**config.mk**
```make
export PLATFORM = sky130hd
export DESIGN_NAME = css_clock_startup
export DESIGN_NICKNAME = d
export VERILOG_FILES = /design/src/hdl/css_pkg.sv /design/src/hdl/css_clock_startup.sv /design/src/hdl/css_tick_counter.sv
export SDC_FILE = /design/constraint.sdc
export NUM_CORES = 1
export LEC_CHECK = 0
export BUFFER_PORTS_ARGS = -buffer_cell sky130_fd_sc_hd__buf_2
export CORE_MARGIN = 3
export CORE_UTILIZATION = 60
export DETAILED_ROUTE_END_ITERATION = 10
export PLACE_DENSITY = 0.84
export SLEW_MARGIN = 10
export SYNTH_ARGS = -nofsm -noshare
export SYNTH_HDL_FRONTEND = slang
export SYNTH_SLANG_ARGS = --single-unit
export TNS_END_PERCENT = 10
```
**constraint.sdc**
```tcl
create_clock -name clk_i -period 6.4 [get_ports clk_i]
set_input_delay 0.96 -clock clk_i [delete_from_list [all_inputs] [get_ports clk_i]]
set_output_delay 0.96 -clock clk_i [all_outputs]
set_load 0.005 [all_outputs]
```
**src/hdl/css_pkg.sv**
```systemverilog
// constants and types for the clock source and start-up selector
// Behaviour
// - four fuse bits pick the clock source
// - fuse reads one unprogrammed, zero programmed
// - selected clock feeds the clock generator enables
// - wake from deep sleep counts start-up cycles
// - reset adds supply delay on watchdog oscillator
// - reset delay is 0, 4096 or 65536 cycles
// - unprogrammed default is 0001 with start-up 10
// - async timer domain keeps running during sleep except power-down
// - async timer only with internal RC clock
// - converter clock runs during noise reduction
// - upper select bits give crystal frequency range
// - low select bit and start-up field pick delays
// - low bit 0: 258/258/1K/1K start-up options
// - low bit 1: 1K/16K/16K/16K start-up options
package css_pkg;

  // register map, byte addresses on the bus
  localparam logic [3:0]  CSS_REG_CTRL     = 4'h0;
  localparam logic [3:0]  CSS_REG_STATUS   = 4'h4;
  localparam logic [3:0]  CSS_REG_CONFIG   = 4'h8;
  localparam logic [3:0]  CSS_REG_STARTUP  = 4'hc;

  // control register fields
  localparam int          CSS_CTRL_MODE_LSB = 0;
  localparam int          CSS_CTRL_GO_BIT   = 3;
  localparam int          CSS_CTRL_ASY_BIT  = 4;
  localparam logic [2:0]  CSS_CTRL_MODE_RST = 3'h0;
  localparam logic        CSS_CTRL_ASY_RST  = 1'b0;

  // sleep modes written to the control register
  localparam logic [2:0]  CSS_SLP_IDLE  = 3'h1;
  localparam logic [2:0]  CSS_SLP_NOISE = 3'h2;
  localparam logic [2:0]  CSS_SLP_PDOWN = 3'h3;
  localparam logic [2:0]  CSS_SLP_PSAVE = 3'h4;

  // fuse values before capture: the factory default
  localparam logic [3:0]  CSS_FUSE_SRC_RST = 4'h1;
  localparam logic [1:0]  CSS_FUSE_SUT_RST = 2'h2;
  localparam logic        CSS_FUSE_AMP_RST = 1'b1;

  // decoded source kinds
  localparam logic [2:0]  CSS_SRC_XTAL   = 3'h0;
  localparam logic [2:0]  CSS_SRC_LFXTAL = 3'h1;
  localparam logic [2:0]  CSS_SRC_EXTRC  = 3'h2;
  localparam logic [2:0]  CSS_SRC_INTRC  = 3'h3;
  localparam logic [2:0]  CSS_SRC_EXTCLK = 3'h4;

  // crystal frequency range codes
  localparam logic [2:0]  CSS_FR_NONE = 3'h0;
  localparam logic [2:0]  CSS_FR_LOW  = 3'h1;
  localparam logic [2:0]  CSS_FR_MID  = 3'h2;
  localparam logic [2:0]  CSS_FR_HIGH = 3'h3;
  localparam logic [2:0]  CSS_FR_WIDE = 3'h4;

  // cycle counts
  localparam int          CSS_CNT_W       = 17;
  localparam logic [16:0] CSS_CK_6        = 17'h00006;
  localparam logic [16:0] CSS_CK_18       = 17'h00012;
  localparam logic [16:0] CSS_CK_258      = 17'h00102;
  localparam logic [16:0] CSS_CK_1K       = 17'h00400;
  localparam logic [16:0] CSS_WDT_SHORT   = 17'h01000;
  localparam logic [16:0] CSS_CNT_ZERO    = 17'h00000;
  localparam logic [1:0]  CSS_FUSE_SETTLE = 2'h3;

  typedef enum logic [2:0] {
    ST_CAPTURE,
    ST_DECODE,
    ST_RST_DELAY,
    ST_START_CK,
    ST_RUN,
    ST_SLEEP,
    ST_WAKE_CK
  } css_state_t;

endpackage : css_pkg

```
**src/hdl/css_clock_startup.sv**
```systemverilog
// clock source decode, start-up sequencing and avalon register slave
//
// The register offsets and the Avalon-MM register port were chosen for this implementation.
`timescale 1ns/1ps
module css_clock_startup
  import css_pkg::*;
#(
  parameter int unsigned LONG_DLY_CYC = 65536,
  parameter int unsigned CK_16K_CYC   = 16384,
  parameter int unsigned CK_32K_CYC   = 32768
) (
  // clock and reset
  input  wire logic        clk_i,
  input  wire logic        rst_b_i,
  input  wire logic        ce_i,
  // avalon-mm slave
  input  wire logic [3:0]  address_i,
  input  wire logic        read_i,
  input  wire logic        write_i,
  input  wire logic [31:0] writedata_i,
  input  wire logic [3:0]  byteenable_i,
  output logic [31:0]      readdata_o,
  output logic             waitrequest_o,
  // fuse pins, raw polarity
  input  wire logic [3:0]  clock_source_select_fuses_i,
  input  wire logic [1:0]  startup_time_select_i,
  input  wire logic        amplifier_option_fuse_i,
  // oscillators sampled as data, wake pin
  input  wire logic        watchdog_oscillator_i,
  input  wire logic        selected_clock_i,
  input  wire logic        wake_i,
  // clock generator enables and status
  output logic             exec_enable_o,
  output logic             cpu_clk_en_o,
  output logic             io_clk_en_o,
  output logic             converter_clk_en_o,
  output logic             async_timer_clk_en_o,
  output logic [2:0]       source_kind_o,
  output logic [2:0]       freq_range_o,
  output logic             full_swing_o
);

  localparam logic [16:0] LONG_DLY = 17'(LONG_DLY_CYC);
  localparam logic [16:0] CK_16K   = 17'(CK_16K_CYC);
  localparam logic [16:0] CK_32K   = 17'(CK_32K_CYC);

  // pin synchronisers
  logic [6:0] fuse_s1;
  logic [6:0] fuse_s2;
  logic       wake_s1;
  logic       wake_s2;

  always_ff @(posedge clk_i or negedge rst_b_i) begin
    if (!rst_b_i) begin
      fuse_s1 <= 7'h00;
      fuse_s2 <= 7'h00;
      wake_s1 <= 1'b0;
      wake_s2 <= 1'b0;
    end else if (ce_i) begin
      fuse_s1 <= {amplifier_option_fuse_i, startup_time_select_i,
                  clock_source_select_fuses_i};
      fuse_s2 <= fuse_s1;
      wake_s1 <= wake_i;
      wake_s2 <= wake_s1;
    end
  end

  // state
  css_state_t  state;
  css_state_t  next_state;
  logic [1:0]  settle;
  logic [1:0]  next_settle;
  logic [3:0]  fuse_src;
  logic [3:0]  next_fuse_src;
  logic [1:0]  fuse_sut;
  logic [1:0]  next_fuse_sut;
  logic        fuse_amp;
  logic        next_fuse_amp;
  logic [2:0]  ctrl_mode;
  logic [2:0]  next_ctrl_mode;
  logic        ctrl_asy;
  logic        next_ctrl_asy;
  logic [2:0]  sleep_mode;
  logic [2:0]  next_sleep_mode;
  logic        wdt_start;
  logic        ck_start;
  logic        wdt_done;
  logic        ck_done;

  // decode of captured fuses
  logic [2:0]  src_kind;
  logic [2:0]  freq_rng;
  logic [16:0] start_ck;
  logic [16:0] rst_dly;
  logic [2:0]  xtal_opt;

  assign xtal_opt = {fuse_src[0], fuse_sut};

  // fuse zero means programmed; codes compared in that sense
  always_comb begin
    src_kind = CSS_SRC_XTAL;
    freq_rng = CSS_FR_NONE;
    start_ck = CSS_CK_6;
    rst_dly  = LONG_DLY;
    if (fuse_src >= 4'ha) begin
      src_kind = CSS_SRC_XTAL;
      if (!fuse_amp) begin
        freq_rng = CSS_FR_WIDE;
      end else begin
        unique case (fuse_src[3:1])
          3'h5:    freq_rng = CSS_FR_LOW;
          3'h6:    freq_rng = CSS_FR_MID;
          default: freq_rng = CSS_FR_HIGH;
        endcase
      end
      unique case (xtal_opt)
        3'h0: begin
          start_ck = CSS_CK_258;
          rst_dly  = CSS_WDT_SHORT;
        end
        3'h1: begin
          start_ck = CSS_CK_258;
          rst_dly  = LONG_DLY;
        end
        3'h2: begin
          start_ck = CSS_CK_1K;
          rst_dly  = CSS_CNT_ZERO;
        end
        3'h3: begin
          start_ck = CSS_CK_1K;
          rst_dly  = CSS_WDT_SHORT;
        end
        3'h4: begin
          start_ck = CSS_CK_1K;
          rst_dly  = LONG_DLY;
        end
        3'h5: begin
          start_ck = CK_16K;
          rst_dly  = CSS_CNT_ZERO;
        end
        3'h6: begin
          start_ck = CK_16K;
          rst_dly  = CSS_WDT_SHORT;
        end
        3'h7: begin
          start_ck = CK_16K;
          rst_dly  = LONG_DLY;
        end
      endcase
    end else if (fuse_src == 4'h9) begin
      src_kind = CSS_SRC_LFXTAL;
      start_ck = (fuse_sut[1]) ? CK_32K : CSS_CK_1K;
      rst_dly  = (fuse_sut == 2'h0) ? CSS_WDT_SHORT : LONG_DLY;
    end else if (fuse_src >= 4'h5) begin
      src_kind = CSS_SRC_EXTRC;
      start_ck = (fuse_sut == 2'h3) ? CSS_CK_6 : CSS_CK_18;
      unique case (fuse_sut)
        2'h0:    rst_dly = CSS_CNT_ZERO;
        2'h2:    rst_dly = LONG_DLY;
        default: rst_dly = CSS_WDT_SHORT;
      endcase
    end else begin
      src_kind = (fuse_src == 4'h0) ? CSS_SRC_EXTCLK : CSS_SRC_INTRC;
      start_ck = CSS_CK_6;
      // reserved code 11 is given the safe long delay
      unique case (fuse_sut)
        2'h0:    rst_dly = CSS_CNT_ZERO;
        2'h1:    rst_dly = CSS_WDT_SHORT;
        default: rst_dly = LONG_DLY;
      endcase
    end
  end

  // bus decode
  logic        bus_req;
  logic        bus_take;
  logic        wr_ctrl;
  logic        go_req;
  logic        next_wait;
  logic [31:0] next_rdata;
  logic        asy_grant;
  logic        asy_refused;

  assign bus_req  = read_i | write_i;
  assign bus_take = bus_req & ~waitrequest_o;
  assign wr_ctrl  = bus_take & write_i & byteenable_i[0]
                    & (address_i == CSS_REG_CTRL);
  assign go_req   = wr_ctrl & writedata_i[CSS_CTRL_GO_BIT];

  // async timer shares the oscillator pins with the crystal sources
  assign asy_grant   = ctrl_asy & (src_kind == CSS_SRC_INTRC);
  assign asy_refused = ctrl_asy & (src_kind != CSS_SRC_INTRC);

  // one wait state: answer on the edge after the request is seen
  always_comb begin
    next_wait  = 1'b1;
    next_rdata = readdata_o;
    if (bus_req && waitrequest_o) begin
      next_wait  = 1'b0;
      next_rdata = 32'h0000_0000;
      unique case (address_i)
        CSS_REG_CTRL:
          next_rdata[4:0] = {ctrl_asy, 1'b0, ctrl_mode};
        CSS_REG_STATUS:
          next_rdata[6:0] = {asy_refused, asy_grant, exec_enable_o,
                             1'b0, 3'(state)};
        CSS_REG_CONFIG:
          next_rdata[12:0] = {freq_rng, src_kind, fuse_amp, fuse_sut,
                              fuse_src};
        CSS_REG_STARTUP:
          next_rdata[16:0] = start_ck;
        default:
          next_rdata = 32'h0000_0000;
      endcase
    end
  end

  // sequencer
  always_comb begin
    next_state      = state;
    next_settle     = settle;
    next_fuse_src   = fuse_src;
    next_fuse_sut   = fuse_sut;
    next_fuse_amp   = fuse_amp;
    next_ctrl_mode  = ctrl_mode;
    next_ctrl_asy   = ctrl_asy;
    next_sleep_mode = sleep_mode;
    wdt_start       = 1'b0;
    ck_start        = 1'b0;
    if (wr_ctrl) begin
      next_ctrl_mode = writedata_i[CSS_CTRL_MODE_LSB +: 3];
      next_ctrl_asy  = writedata_i[CSS_CTRL_ASY_BIT];
    end
    unique case (state)
      ST_CAPTURE: begin
        // fuses are sampled only once the synchronisers are full
        next_settle = settle + 2'h1;
        if (settle == CSS_FUSE_SETTLE) begin
          next_fuse_src = fuse_s2[3:0];
          next_fuse_sut = fuse_s2[5:4];
          next_fuse_amp = fuse_s2[6];
          next_state    = ST_DECODE;
        end
      end
      ST_DECODE: begin
        wdt_start  = 1'b1;
        next_state = ST_RST_DELAY;
      end
      ST_RST_DELAY: begin
        if (wdt_done) begin
          ck_start   = 1'b1;
          next_state = ST_START_CK;
        end
      end
      ST_START_CK: begin
        if (ck_done) begin
          next_state = ST_RUN;
        end
      end
      ST_RUN: begin
        if (go_req) begin
          next_sleep_mode = writedata_i[CSS_CTRL_MODE_LSB +: 3];
          if (next_sleep_mode >= CSS_SLP_IDLE
              && next_sleep_mode <= CSS_SLP_PSAVE) begin
            next_state = ST_SLEEP;
          end
        end
      end
      ST_SLEEP: begin
        if (wake_s2) begin
          if (sleep_mode == CSS_SLP_PDOWN
              || sleep_mode == CSS_SLP_PSAVE) begin
            ck_start   = 1'b1;
            next_state = ST_WAKE_CK;
          end else begin
            next_state = ST_RUN;
          end
        end
      end
      ST_WAKE_CK: begin
        if (ck_done) begin
          next_state = ST_RUN;
        end
      end
    endcase
  end

  // clock generator enables
  logic next_exec;
  logic next_cpu;
  logic next_io;
  logic next_conv;
  logic next_asy;
  logic sleeping;

  assign sleeping = (next_state == ST_SLEEP);

  always_comb begin
    next_exec = (next_state == ST_RUN);
    next_cpu  = (next_state == ST_RUN);
    next_io   = next_cpu | (sleeping && next_sleep_mode == CSS_SLP_IDLE);
    next_conv = next_io
                | (sleeping && next_sleep_mode == CSS_SLP_NOISE);
    next_asy  = asy_grant & (next_state != ST_CAPTURE)
                & ~(sleeping && next_sleep_mode == CSS_SLP_PDOWN);
  end

  always_ff @(posedge clk_i or negedge rst_b_i) begin
    if (!rst_b_i) begin
      state                <= ST_CAPTURE;
      settle               <= 2'h0;
      fuse_src             <= CSS_FUSE_SRC_RST;
      fuse_sut             <= CSS_FUSE_SUT_RST;
      fuse_amp             <= CSS_FUSE_AMP_RST;
      ctrl_mode            <= CSS_CTRL_MODE_RST;
      ctrl_asy             <= CSS_CTRL_ASY_RST;
      sleep_mode           <= CSS_CTRL_MODE_RST;
      waitrequest_o        <= 1'b1;
      readdata_o           <= 32'h0000_0000;
      exec_enable_o        <= 1'b0;
      cpu_clk_en_o         <= 1'b0;
      io_clk_en_o          <= 1'b0;
      converter_clk_en_o   <= 1'b0;
      async_timer_clk_en_o <= 1'b0;
      source_kind_o        <= CSS_SRC_INTRC;
      freq_range_o         <= CSS_FR_NONE;
      full_swing_o         <= 1'b0;
    end else if (ce_i) begin
      state                <= next_state;
      settle               <= next_settle;
      fuse_src             <= next_fuse_src;
      fuse_sut             <= next_fuse_sut;
      fuse_amp             <= next_fuse_amp;
      ctrl_mode            <= next_ctrl_mode;
      ctrl_asy             <= next_ctrl_asy;
      sleep_mode           <= next_sleep_mode;
      waitrequest_o        <= next_wait;
      readdata_o           <= next_rdata;
      exec_enable_o        <= next_exec;
      cpu_clk_en_o         <= next_cpu;
      io_clk_en_o          <= next_io;
      converter_clk_en_o   <= next_conv;
      async_timer_clk_en_o <= next_asy;
      source_kind_o        <= src_kind;
      freq_range_o         <= freq_rng;
      full_swing_o         <= (src_kind == CSS_SRC_XTAL) & ~fuse_amp;
    end
  end

  // supply-settling delay timed on the watchdog oscillator
  css_tick_counter u_wdt_delay (
    .clk_i    (clk_i),
    .rst_b_i  (rst_b_i),
    .ce_i     (ce_i),
    .start_i  (wdt_start),
    .target_i (rst_dly),
    .tick_i   (watchdog_oscillator_i),
    .done_o   (wdt_done)
  );

  // start-up count timed on the selected source itself
  css_tick_counter u_ck_delay (
    .clk_i    (clk_i),
    .rst_b_i  (rst_b_i),
    .ce_i     (ce_i),
    .start_i  (ck_start),
    .target_i (start_ck),
    .tick_i   (selected_clock_i),
    .done_o   (ck_done)
  );

endmodule : css_clock_startup

```
**src/hdl/css_tick_counter.sv**
```systemverilog
// counts rising edges of an asynchronous clock up to a target
`timescale 1ns/1ps
module css_tick_counter
  import css_pkg::*;
(
  // clock and reset
  input  wire logic                 clk_i,
  input  wire logic                 rst_b_i,
  input  wire logic                 ce_i,
  // control
  input  wire logic                 start_i,
  input  wire logic [CSS_CNT_W-1:0] target_i,
  // foreign clock sampled as data
  input  wire logic                 tick_i,
  // result
  output logic                      done_o
);

  logic                 sync_a;
  logic                 sync_b;
  logic                 sync_c;
  logic [CSS_CNT_W-1:0] count;
  logic [CSS_CNT_W-1:0] target;
  logic [CSS_CNT_W-1:0] next_count;
  logic [CSS_CNT_W-1:0] next_target;
  logic                 next_done;
  logic                 edge_seen;

  // two flops before any logic; edge taken from the second and third
  always_ff @(posedge clk_i or negedge rst_b_i) begin
    if (!rst_b_i) begin
      sync_a <= 1'b0;
      sync_b <= 1'b0;
      sync_c <= 1'b0;
    end else if (ce_i) begin
      sync_a <= tick_i;
      sync_b <= sync_a;
      sync_c <= sync_b;
    end
  end

  assign edge_seen = sync_b & ~sync_c;

  // the foreign clock must be below half of clk_i or edges are missed
  always_comb begin
    next_count  = count;
    next_target = target;
    next_done   = done_o;
    if (start_i) begin
      next_count  = CSS_CNT_ZERO;
      next_target = target_i;
      next_done   = (target_i == CSS_CNT_ZERO);
    end else if (!done_o && edge_seen) begin
      next_count = count + 17'h00001;
      next_done  = (next_count == target);
    end
  end

  always_ff @(posedge clk_i or negedge rst_b_i) begin
    if (!rst_b_i) begin
      count  <= CSS_CNT_ZERO;
      target <= CSS_CNT_ZERO;
      done_o <= 1'b0;
    end else if (ce_i) begin
      count  <= next_count;
      target <= next_target;
      done_o <= next_done;
    end
  end

endmodule : css_tick_counter

```
=== Word level (Yosys, flattened, before mapping) ===
Memories as Yosys holds them, arrays and structs flattened.
Index checks and enable logic that the tools add are counted.
W data, S select, Z words.

* Add/sub/neg operators: 3
* $lt $le $gt $ge: 4
* Bitwise operators: 20
* Reductions and logical operators: 29
* Equal/unequal tests: 27
* Muxes and demuxes: 46

{| class="wikitable"
|+ Operator list
! cell !! count
|-
| $mux W17 || 9
|-
| $pmux W17 S2 || 2
|-
| $mux W3 || 14
|-
| $add A17 B1 Y17 const B || 2
|-
| $eq A17 B17 Y1 || 2
|-
| $logic_not A17 Y1 || 2
|-
| $mux W16 || 2
|-
| $eq A3 B3 Y1 const B || 8
|-
| $pmux W5 S4 || 1
|-
| $eq A3 B2 Y1 const B || 6
|-
| $pmux W3 S6 || 1
|-
| $reduce_and A2 Y1 || 7
|-
| $and A1 B1 Y1 || 12
|-
| $eq A4 B4 Y1 const B || 3
|-
| $pmux W6 S2 || 1
|-
| $mux W5 || 2
|-
| $mux W1 || 9
|-
| $logic_not A4 Y1 || 2
|-
| $logic_and A1 B1 Y1 || 7
|-
| $eq A2 B2 Y1 const B || 3
|-
| $eq A3 B1 Y1 const B || 2
|-
| $logic_not A3 Y1 || 2
|-
| $pmux W2 S3 || 1
|-
| $not A1 Y1 || 5
|-
| other kinds (20) || 24
|}

* Memory bits (read-only): 48
* Flip-flop bits (word level): 140
* Bits of input ports: 55
* Memories kept: 1
* Word-level logic and storage cells: 163

{| class="wikitable"
|+ Memory list
! memory !! depth !! width !! read ports !! clocked after memory_dff !! write ports !! RTL line !! RTL
|-
| (no name shown) || 8 || 6 || 1 || 0 || 0 || css_clock_startup.sv:116 || <nowiki>unique case (xtal_opt)</nowiki>
|}

=== Longest topological paths before layout ===
* Word-level depth: 12
* Mapped depth: 9

=== Cells and area by module ===
Synthesis repeated with hierarchy kept, for this count alone.

* Cells, all modules: 773
* Area, all modules: 7753.7 µm²

{| class="wikitable"
|+ Modules (own cells, without submodules)
! module !! instances !! seq. area each (µm²) !! cells an instance !! area each (µm²)
|-
| css_clock_startup || 1 || 1534.0 || 310 || 3251.9
|-
| css_tick_counter at u_ck_delay || 1 || 950.9 || 240 || 2275.9
|-
| css_tick_counter at u_wdt_delay || 1 || 950.9 || 223 || 2225.9
|}

=== Worst setup path after synthesis ===
No wires, ideal clock.

* Kind: input port to flip-flop
* From: input port ce_i
* To: register u_wdt_delay.done_o
* Arrival time: 2400 ps
* Cell stages on the path: 7
* Buffers on the path: 1
* Setup time: 95 ps
* Path slack: 3905 ps
* Cell sequence: buf_4 -> inv_2 -> nor4b_1 -> a21bo_2 -> a2111oi_0 -> nand4_1 -> o31ai_1

* Word-level cells in the longest chain between the ends: 1

{| class="wikitable"
|+ Ends and longest elaborated chain
! what !! RTL line !! RTL
|-
| from (decl) || css_clock_startup.sv:15 || <nowiki>input wire logic ce_i,</nowiki>
|-
| $reduce_and A2 Y1 (no line) || - ||
|-
| to (signal assigned) || css_tick_counter.sv:67 || <nowiki>done_o <= next_done;</nowiki>
|-
| to (decl) || css_tick_counter.sv:16 || <nowiki>output logic done_o</nowiki>
|}

Every way passes these cells.
A chain may end at the register's enable or synchronous reset.

=== Worst setup path after layout ===
Same ends and word-level chain as after synthesis.

==> tab_implementation.tex <==
\begin{tabular}{lr}
\hline
Metric & Value \\
\hline
\multicolumn{2}{l}{\textbf{Run status}} \\
\quad Outcome & finished clean \\
\multicolumn{2}{l}{\textbf{Placed design}} \\
\quad Instance count after placement with tap cells included & 819 \\
\quad Total half-perimeter wirelength after legalization and detailed placement & 9900 um \\
\quad Post-placement worst setup slack & 2.945 ns \\
\quad Global placer's final weighted congestion & 0.8796 \\
\quad \# port buffers & 52 \\
\multicolumn{2}{l}{\textbf{Synth}} \\
\quad FFs w/ async S/R, synth & 100.0\% \\
\quad Ys Warns & 0 \\
\quad Count of state elements after synthesis & 113 \\
\quad Most used flip-flop cell after synthesis & sky130\_fd\_sc\_hd\_\_dfrtp\_1 \\
\quad Number of synthesized flops with an enable pin & 0 \\
\quad Post-synth design cell area & 6384 um\^{}2 \\
\quad Synth Instances & 674 \\
\quad Sequential fraction of the synthesis area & 44.41\% \\
\quad Syn\_area\_per\_cell & 9.471 um\^{}2 \\
\quad Distinct cell type count after synthesis & 69 \\
\multicolumn{2}{l}{\textbf{Worst setup path}} \\
\quad Max incr delay on CP & 0.47 ns \\
\quad Capture point of the worst reg-to-reg path & u\_ck\_delay.count[3] \\
\quad Setup slack of the worst register-to-register path & 3.81 ns \\
\quad Cell with the biggest individual delay on the critical path & sky130\_fd\_sc\_hd\_\_nor4b\_1 \\
\quad Cells along the critical path & buf\_2, buf\_4, inv\_2, nor4b\_1, a21bo\_2, a2111oi\_0, nand4\_1, o31ai\_1 \\
\quad Length in cells of the worst reg-to-reg path & 6 \\
\quad Reg-to-Reg Start & sleep\_mode[0] \\
\quad Buffer and inverter count on the worst path & 3 \\
\quad CP endpoint kind & flip-flop \\
\quad Kind of cell adding the most delay to the critical path & compound AO/OA/AOI/OAI gates \\
\quad Crit-path max FO & 46 \\
\quad Critical Path Source Type & primary input \\
\quad WP data required & 6.83 ns \\
\quad Critical path class & in2reg \\
\quad Critical Path AT & 3.35 ns \\
\multicolumn{2}{l}{\textbf{Layout}} \\
\quad Core occupancy in the finished layout & 69.71\% \\
\quad Area taken by multi-input logic gates & 3217 um\^{}2 \\
\quad Total number of nets in the final design & 764 \\
\quad Area of all sequential standard cells & 2835 um\^{}2 \\
\quad Ratio of cells with drive above 1 in the final layout & 20.56\% \\
\quad Number of cells in the finished layout apart from fillers & 851 \\
\quad Count of filler cells inserted in the layout & 762 \\
\quad Synthesis-to-finish area growth & 12.74\% \\
\quad Number of antenna repair diodes & 0 \\
\multicolumn{2}{l}{\textbf{Clock network}} \\
\quad Number of buffers between clock root and the deepest sink & 2 \\
\quad Total clock buffers created by CTS & 17 \\
\quad Register clock-pin slew on the reported worst setup and hold paths & 0.06 ns \\
\quad Clock tree from TritonCTS & yes \\
\quad CTS root buf & sky130\_fd\_sc\_hd\_\_clkbuf\_8 \\
\quad PostCTS Resize Cnt & 0 \\
\quad Number of clock sinks seen by CTS & 113 \\
\quad Deepest level of the CTS H-tree & 4 \\
\quad Latest clock arrival within the worst-skew pair & 0.52 ns \\
\quad Post-cts hold buffer count & 0 \\
\quad Post-CTS Setup Bufs & 0 \\
\multicolumn{2}{l}{\textbf{STA}} \\
\quad Clock tree skew after final layout & 0.007597 ns \\
\quad Setup repair after global routing missed its margin & false \\
\quad Measured slew at the worst slew-check pin & 1.043 ns \\
\quad Final worst slack & 3.479 ns \\
\quad Worst-case headroom to the max-slew limit & 30.00\% \\
\quad Final-report max-slew violation count & 0 \\
\quad Count of endpoints failing hold in the final timing report & 0 \\
\quad Setup TNS Final & 0 ns \\
\quad Min Clock Period, post-route & 2.921 ns \\
\quad Final setup violation count & 0 \\
\quad Highest clock frequency the design can meet & 0.3423 GHz \\
\quad Final period util & 45.65\% \\
\multicolumn{2}{l}{\textbf{Die}} \\
\quad Die area & 11910 um\^{}2 \\
\quad Initial Utilization & 61.83\% \\
\quad Core Region & 10320 um\^{}2 \\
\quad Die Height & 109.1 um \\
\quad Standard-cell row count & 37 \\
\quad Boundary pin count & 100 \\
\quad Width of the chip & 109.1 um \\
\multicolumn{2}{l}{\textbf{Power and ir drop}} \\
\quad Leakage power total & 3.184 nW \\
\quad Peak supply drop & 0.2443 mV \\
\quad PD cells & 361.9 nW/um\^{}2 \\
\quad Tot Pwr & 0.002604 W \\
\multicolumn{2}{l}{\textbf{Global routing}} \\
\quad Number of antenna violations at the first check in global routing & 0 \\
\quad Global route overflow & 0 \\
\quad Wire length of the first global-routing pass & 23930 um \\
\quad Overall track demand over capacity in global routing & 25.53\% \\
\quad Vias in the first global route & 5002 \\
\quad Pin count of the biggest net entering global routing & 76 \\
\multicolumn{2}{l}{\textbf{Detailed routing}} \\
\quad Vias post-DR & 5225 \\
\quad DR pass1 iterations & 5 \\
\quad \# DRC & 0 \\
\quad DRT antenna net count & 0 \\
\quad Via density per instance & 6.140 \\
\quad Initial DRC Count & 407 \\
\quad Routed wire length & 14520 um \\
\quad Detailed-route wire length per cell & 17.07 um \\
\multicolumn{2}{l}{\textbf{Worst hold path}} \\
\quad Min-delay worst type & in2async \\
\multicolumn{2}{l}{\textbf{Job}} \\
\quad Max cap viols & 0 \\
\hline
\end{tabular}
==> Yosys cell counts, types with 4 or more instances <==
master / count / area [um^2]
sky130_fd_sc_hd__a21oi_1: 19 / 95.09
sky130_fd_sc_hd__o21a_1: 4 / 30.03
sky130_fd_sc_hd__or3_1: 5 / 31.28
sky130_fd_sc_hd__nand2_1: 57 / 214.0
sky130_fd_sc_hd__buf_2: 9 / 45.04
sky130_fd_sc_hd__a22o_1: 4 / 35.03
sky130_fd_sc_hd__xor2_1: 6 / 52.55
sky130_fd_sc_hd__nor4_1: 8 / 50.05
sky130_fd_sc_hd__mux2_2: 44 / 495.5
sky130_fd_sc_hd__nor2_1: 50 / 187.7
sky130_fd_sc_hd__nor4b_1: 4 / 35.03
sky130_fd_sc_hd__nand2b_1: 9 / 56.30
sky130_fd_sc_hd__nor3b_1: 5 / 37.54
sky130_fd_sc_hd__and3_1: 14 / 87.58
sky130_fd_sc_hd__mux2i_1: 7 / 70.07
sky130_fd_sc_hd__dfrtp_1: 107 / 2678
sky130_fd_sc_hd__inv_1: 16 / 60.06
sky130_fd_sc_hd__o21ai_0: 64 / 320.3
sky130_fd_sc_hd__dfstp_2: 6 / 157.7
sky130_fd_sc_hd__o31ai_1: 17 / 127.6
sky130_fd_sc_hd__clkbuf_1: 30 / 112.6
sky130_fd_sc_hd__nand4_1: 13 / 81.33
sky130_fd_sc_hd__nand3_1: 24 / 120.1
sky130_fd_sc_hd__o41ai_1: 7 / 61.31
sky130_fd_sc_hd__ha_1: 7 / 87.58
sky130_fd_sc_hd__buf_4: 21 / 157.7
sky130_fd_sc_hd__nor2b_1: 13 / 81.33
sky130_fd_sc_hd__a32o_1: 4 / 40.04
sky130_fd_sc_hd__a31oi_1: 10 / 62.56
sky130_fd_sc_hd__xnor2_1: 17 / 148.9
sky130_fd_sc_hd__nor3_1: 13 / 65.06
==> metal layers <==
| layer | share of wire, % | up-vias | wire [um] | GRT usage (%) |
|---|---|---|---|---|
| met3 | 4.6 | 31 | 665 | 5.861 |
| li1 | - | 2472 | - | - |
| met4 | 2.3 | 0 | 331 | 9.288 |
| met2 | 50 | 147 | 7211 | 42.54 |
| met5 | 0 | - | 0 | 0 |
| met1 | 43 | 2575 | 6316 | 32.57 |
==> how the worst max path moves through the flow <==
| stage | endpoint | depth (start not counted) | start |
|---|---|---|---|
| 3_5_place_dp | u_wdt_delay.done_o | 8 | ce_i |
| 2_1_floorplan | u_wdt_delay.done_o | 7 | ce_i |
| 6_report | u_wdt_delay.done_o | 8 | ce_i |
| 5_1_grt | u_wdt_delay.done_o | 8 | ce_i |
| 3_3_place_gp | u_wdt_delay.done_o | 8 | ce_i |
| 4_1_cts | u_wdt_delay.done_o | 8 | ce_i |
==> cells by family after synthesis <==
group,after synthesis,synth area share (%)
buffers and inverters,80,6.135
xor gates and xnor gates,23,3.156
muxes,51,8.859
adders and majority gates,7,1.372
AOI/OAI and AO/OA,160,16.31
and+or+nand+nor,239,19.70
DFF,113,44.41
other,1,0.05874
==> per-stage QoR <==
| stage | area, um^2 | hold slack (ns) |
|---|---|---|
| floorplan | 6444 | 0.4480 |
| global placement | 6579 | 0.4608 |
| detailed placement | 6579 | 0.4691 |
| CTS | 7197 | 0.4082 |
| global route | 7197 | 0.4093 |
| finish | 7197 | 0.4049 |
==> layout by cell type (no fill, tap or decap), types with 14 or more instances in the layout <==
cell | synthesis | final
sky130_fd_sc_hd__dfrtp_1 | 107 | 107
sky130_fd_sc_hd__o21ai_0 | 64 | 64
sky130_fd_sc_hd__inv_1 | 16 | 16
sky130_fd_sc_hd__mux2_2 | 44 | 44
sky130_fd_sc_hd__nand3_1 | 24 | 24
sky130_fd_sc_hd__nor2_1 | 50 | 50
sky130_fd_sc_hd__conb_1 | 1 | 17
sky130_fd_sc_hd__a21oi_1 | 19 | 19
sky130_fd_sc_hd__nand2_1 | 57 | 57
sky130_fd_sc_hd__xnor2_1 | 17 | 17
sky130_fd_sc_hd__clkbuf_16 | 0 | 16
sky130_fd_sc_hd__o31ai_1 | 17 | 17
sky130_fd_sc_hd__and3_1 | 14 | 14
sky130_fd_sc_hd__buf_2 | 9 | 51
==> cell type report <==
cell class                 count  area share (%)
sequential                   113           39.40
tap                          136           2.364
clock buffer                  20           6.050
clock inverter                12           2.538
inverter                      17          0.8866
timing repair buffer          56           4.068
multi-input combinational    497           44.70
==> power breakdown <==
| part | total (W) | switching (W) | internal (W) |
|---|---|---|---|
| Combinational | 0.000606 | 0.000329 | 0.000277 |
| Clock | 0.000984 | 0.000340 | 0.000644 |
| Sequential | 0.00101 | 0.000181 | 0.000833 |
==> registers in the layout (all words and copies together) (netlist names), 3 cells and up <==
signal	count
fuse_src	4
fuse_s1	7
sleep_mode	3
u_wdt_delay.count	17
u_ck_delay.target	7
freq_range_o	3
fuse_s2	7
state	3
readdata_o	15
ctrl_mode	3
source_kind_o	3
u_ck_delay.count	17
==> worst reg2reg max path, cell delays in order, from the launching register on <==
cell and delay [ns]:
sky130_fd_sc_hd__dfrtp_1 0.42, sky130_fd_sc_hd__and3b_1 0.22, sky130_fd_sc_hd__o21ai_0 0.39, sky130_fd_sc_hd__nand2_1 0.16, sky130_fd_sc_hd__o21ai_1 0.85, sky130_fd_sc_hd__o21ai_0 0.30, sky130_fd_sc_hd__o31ai_1 0.14
Note: power is estimated with default switching activity, not from simulation.
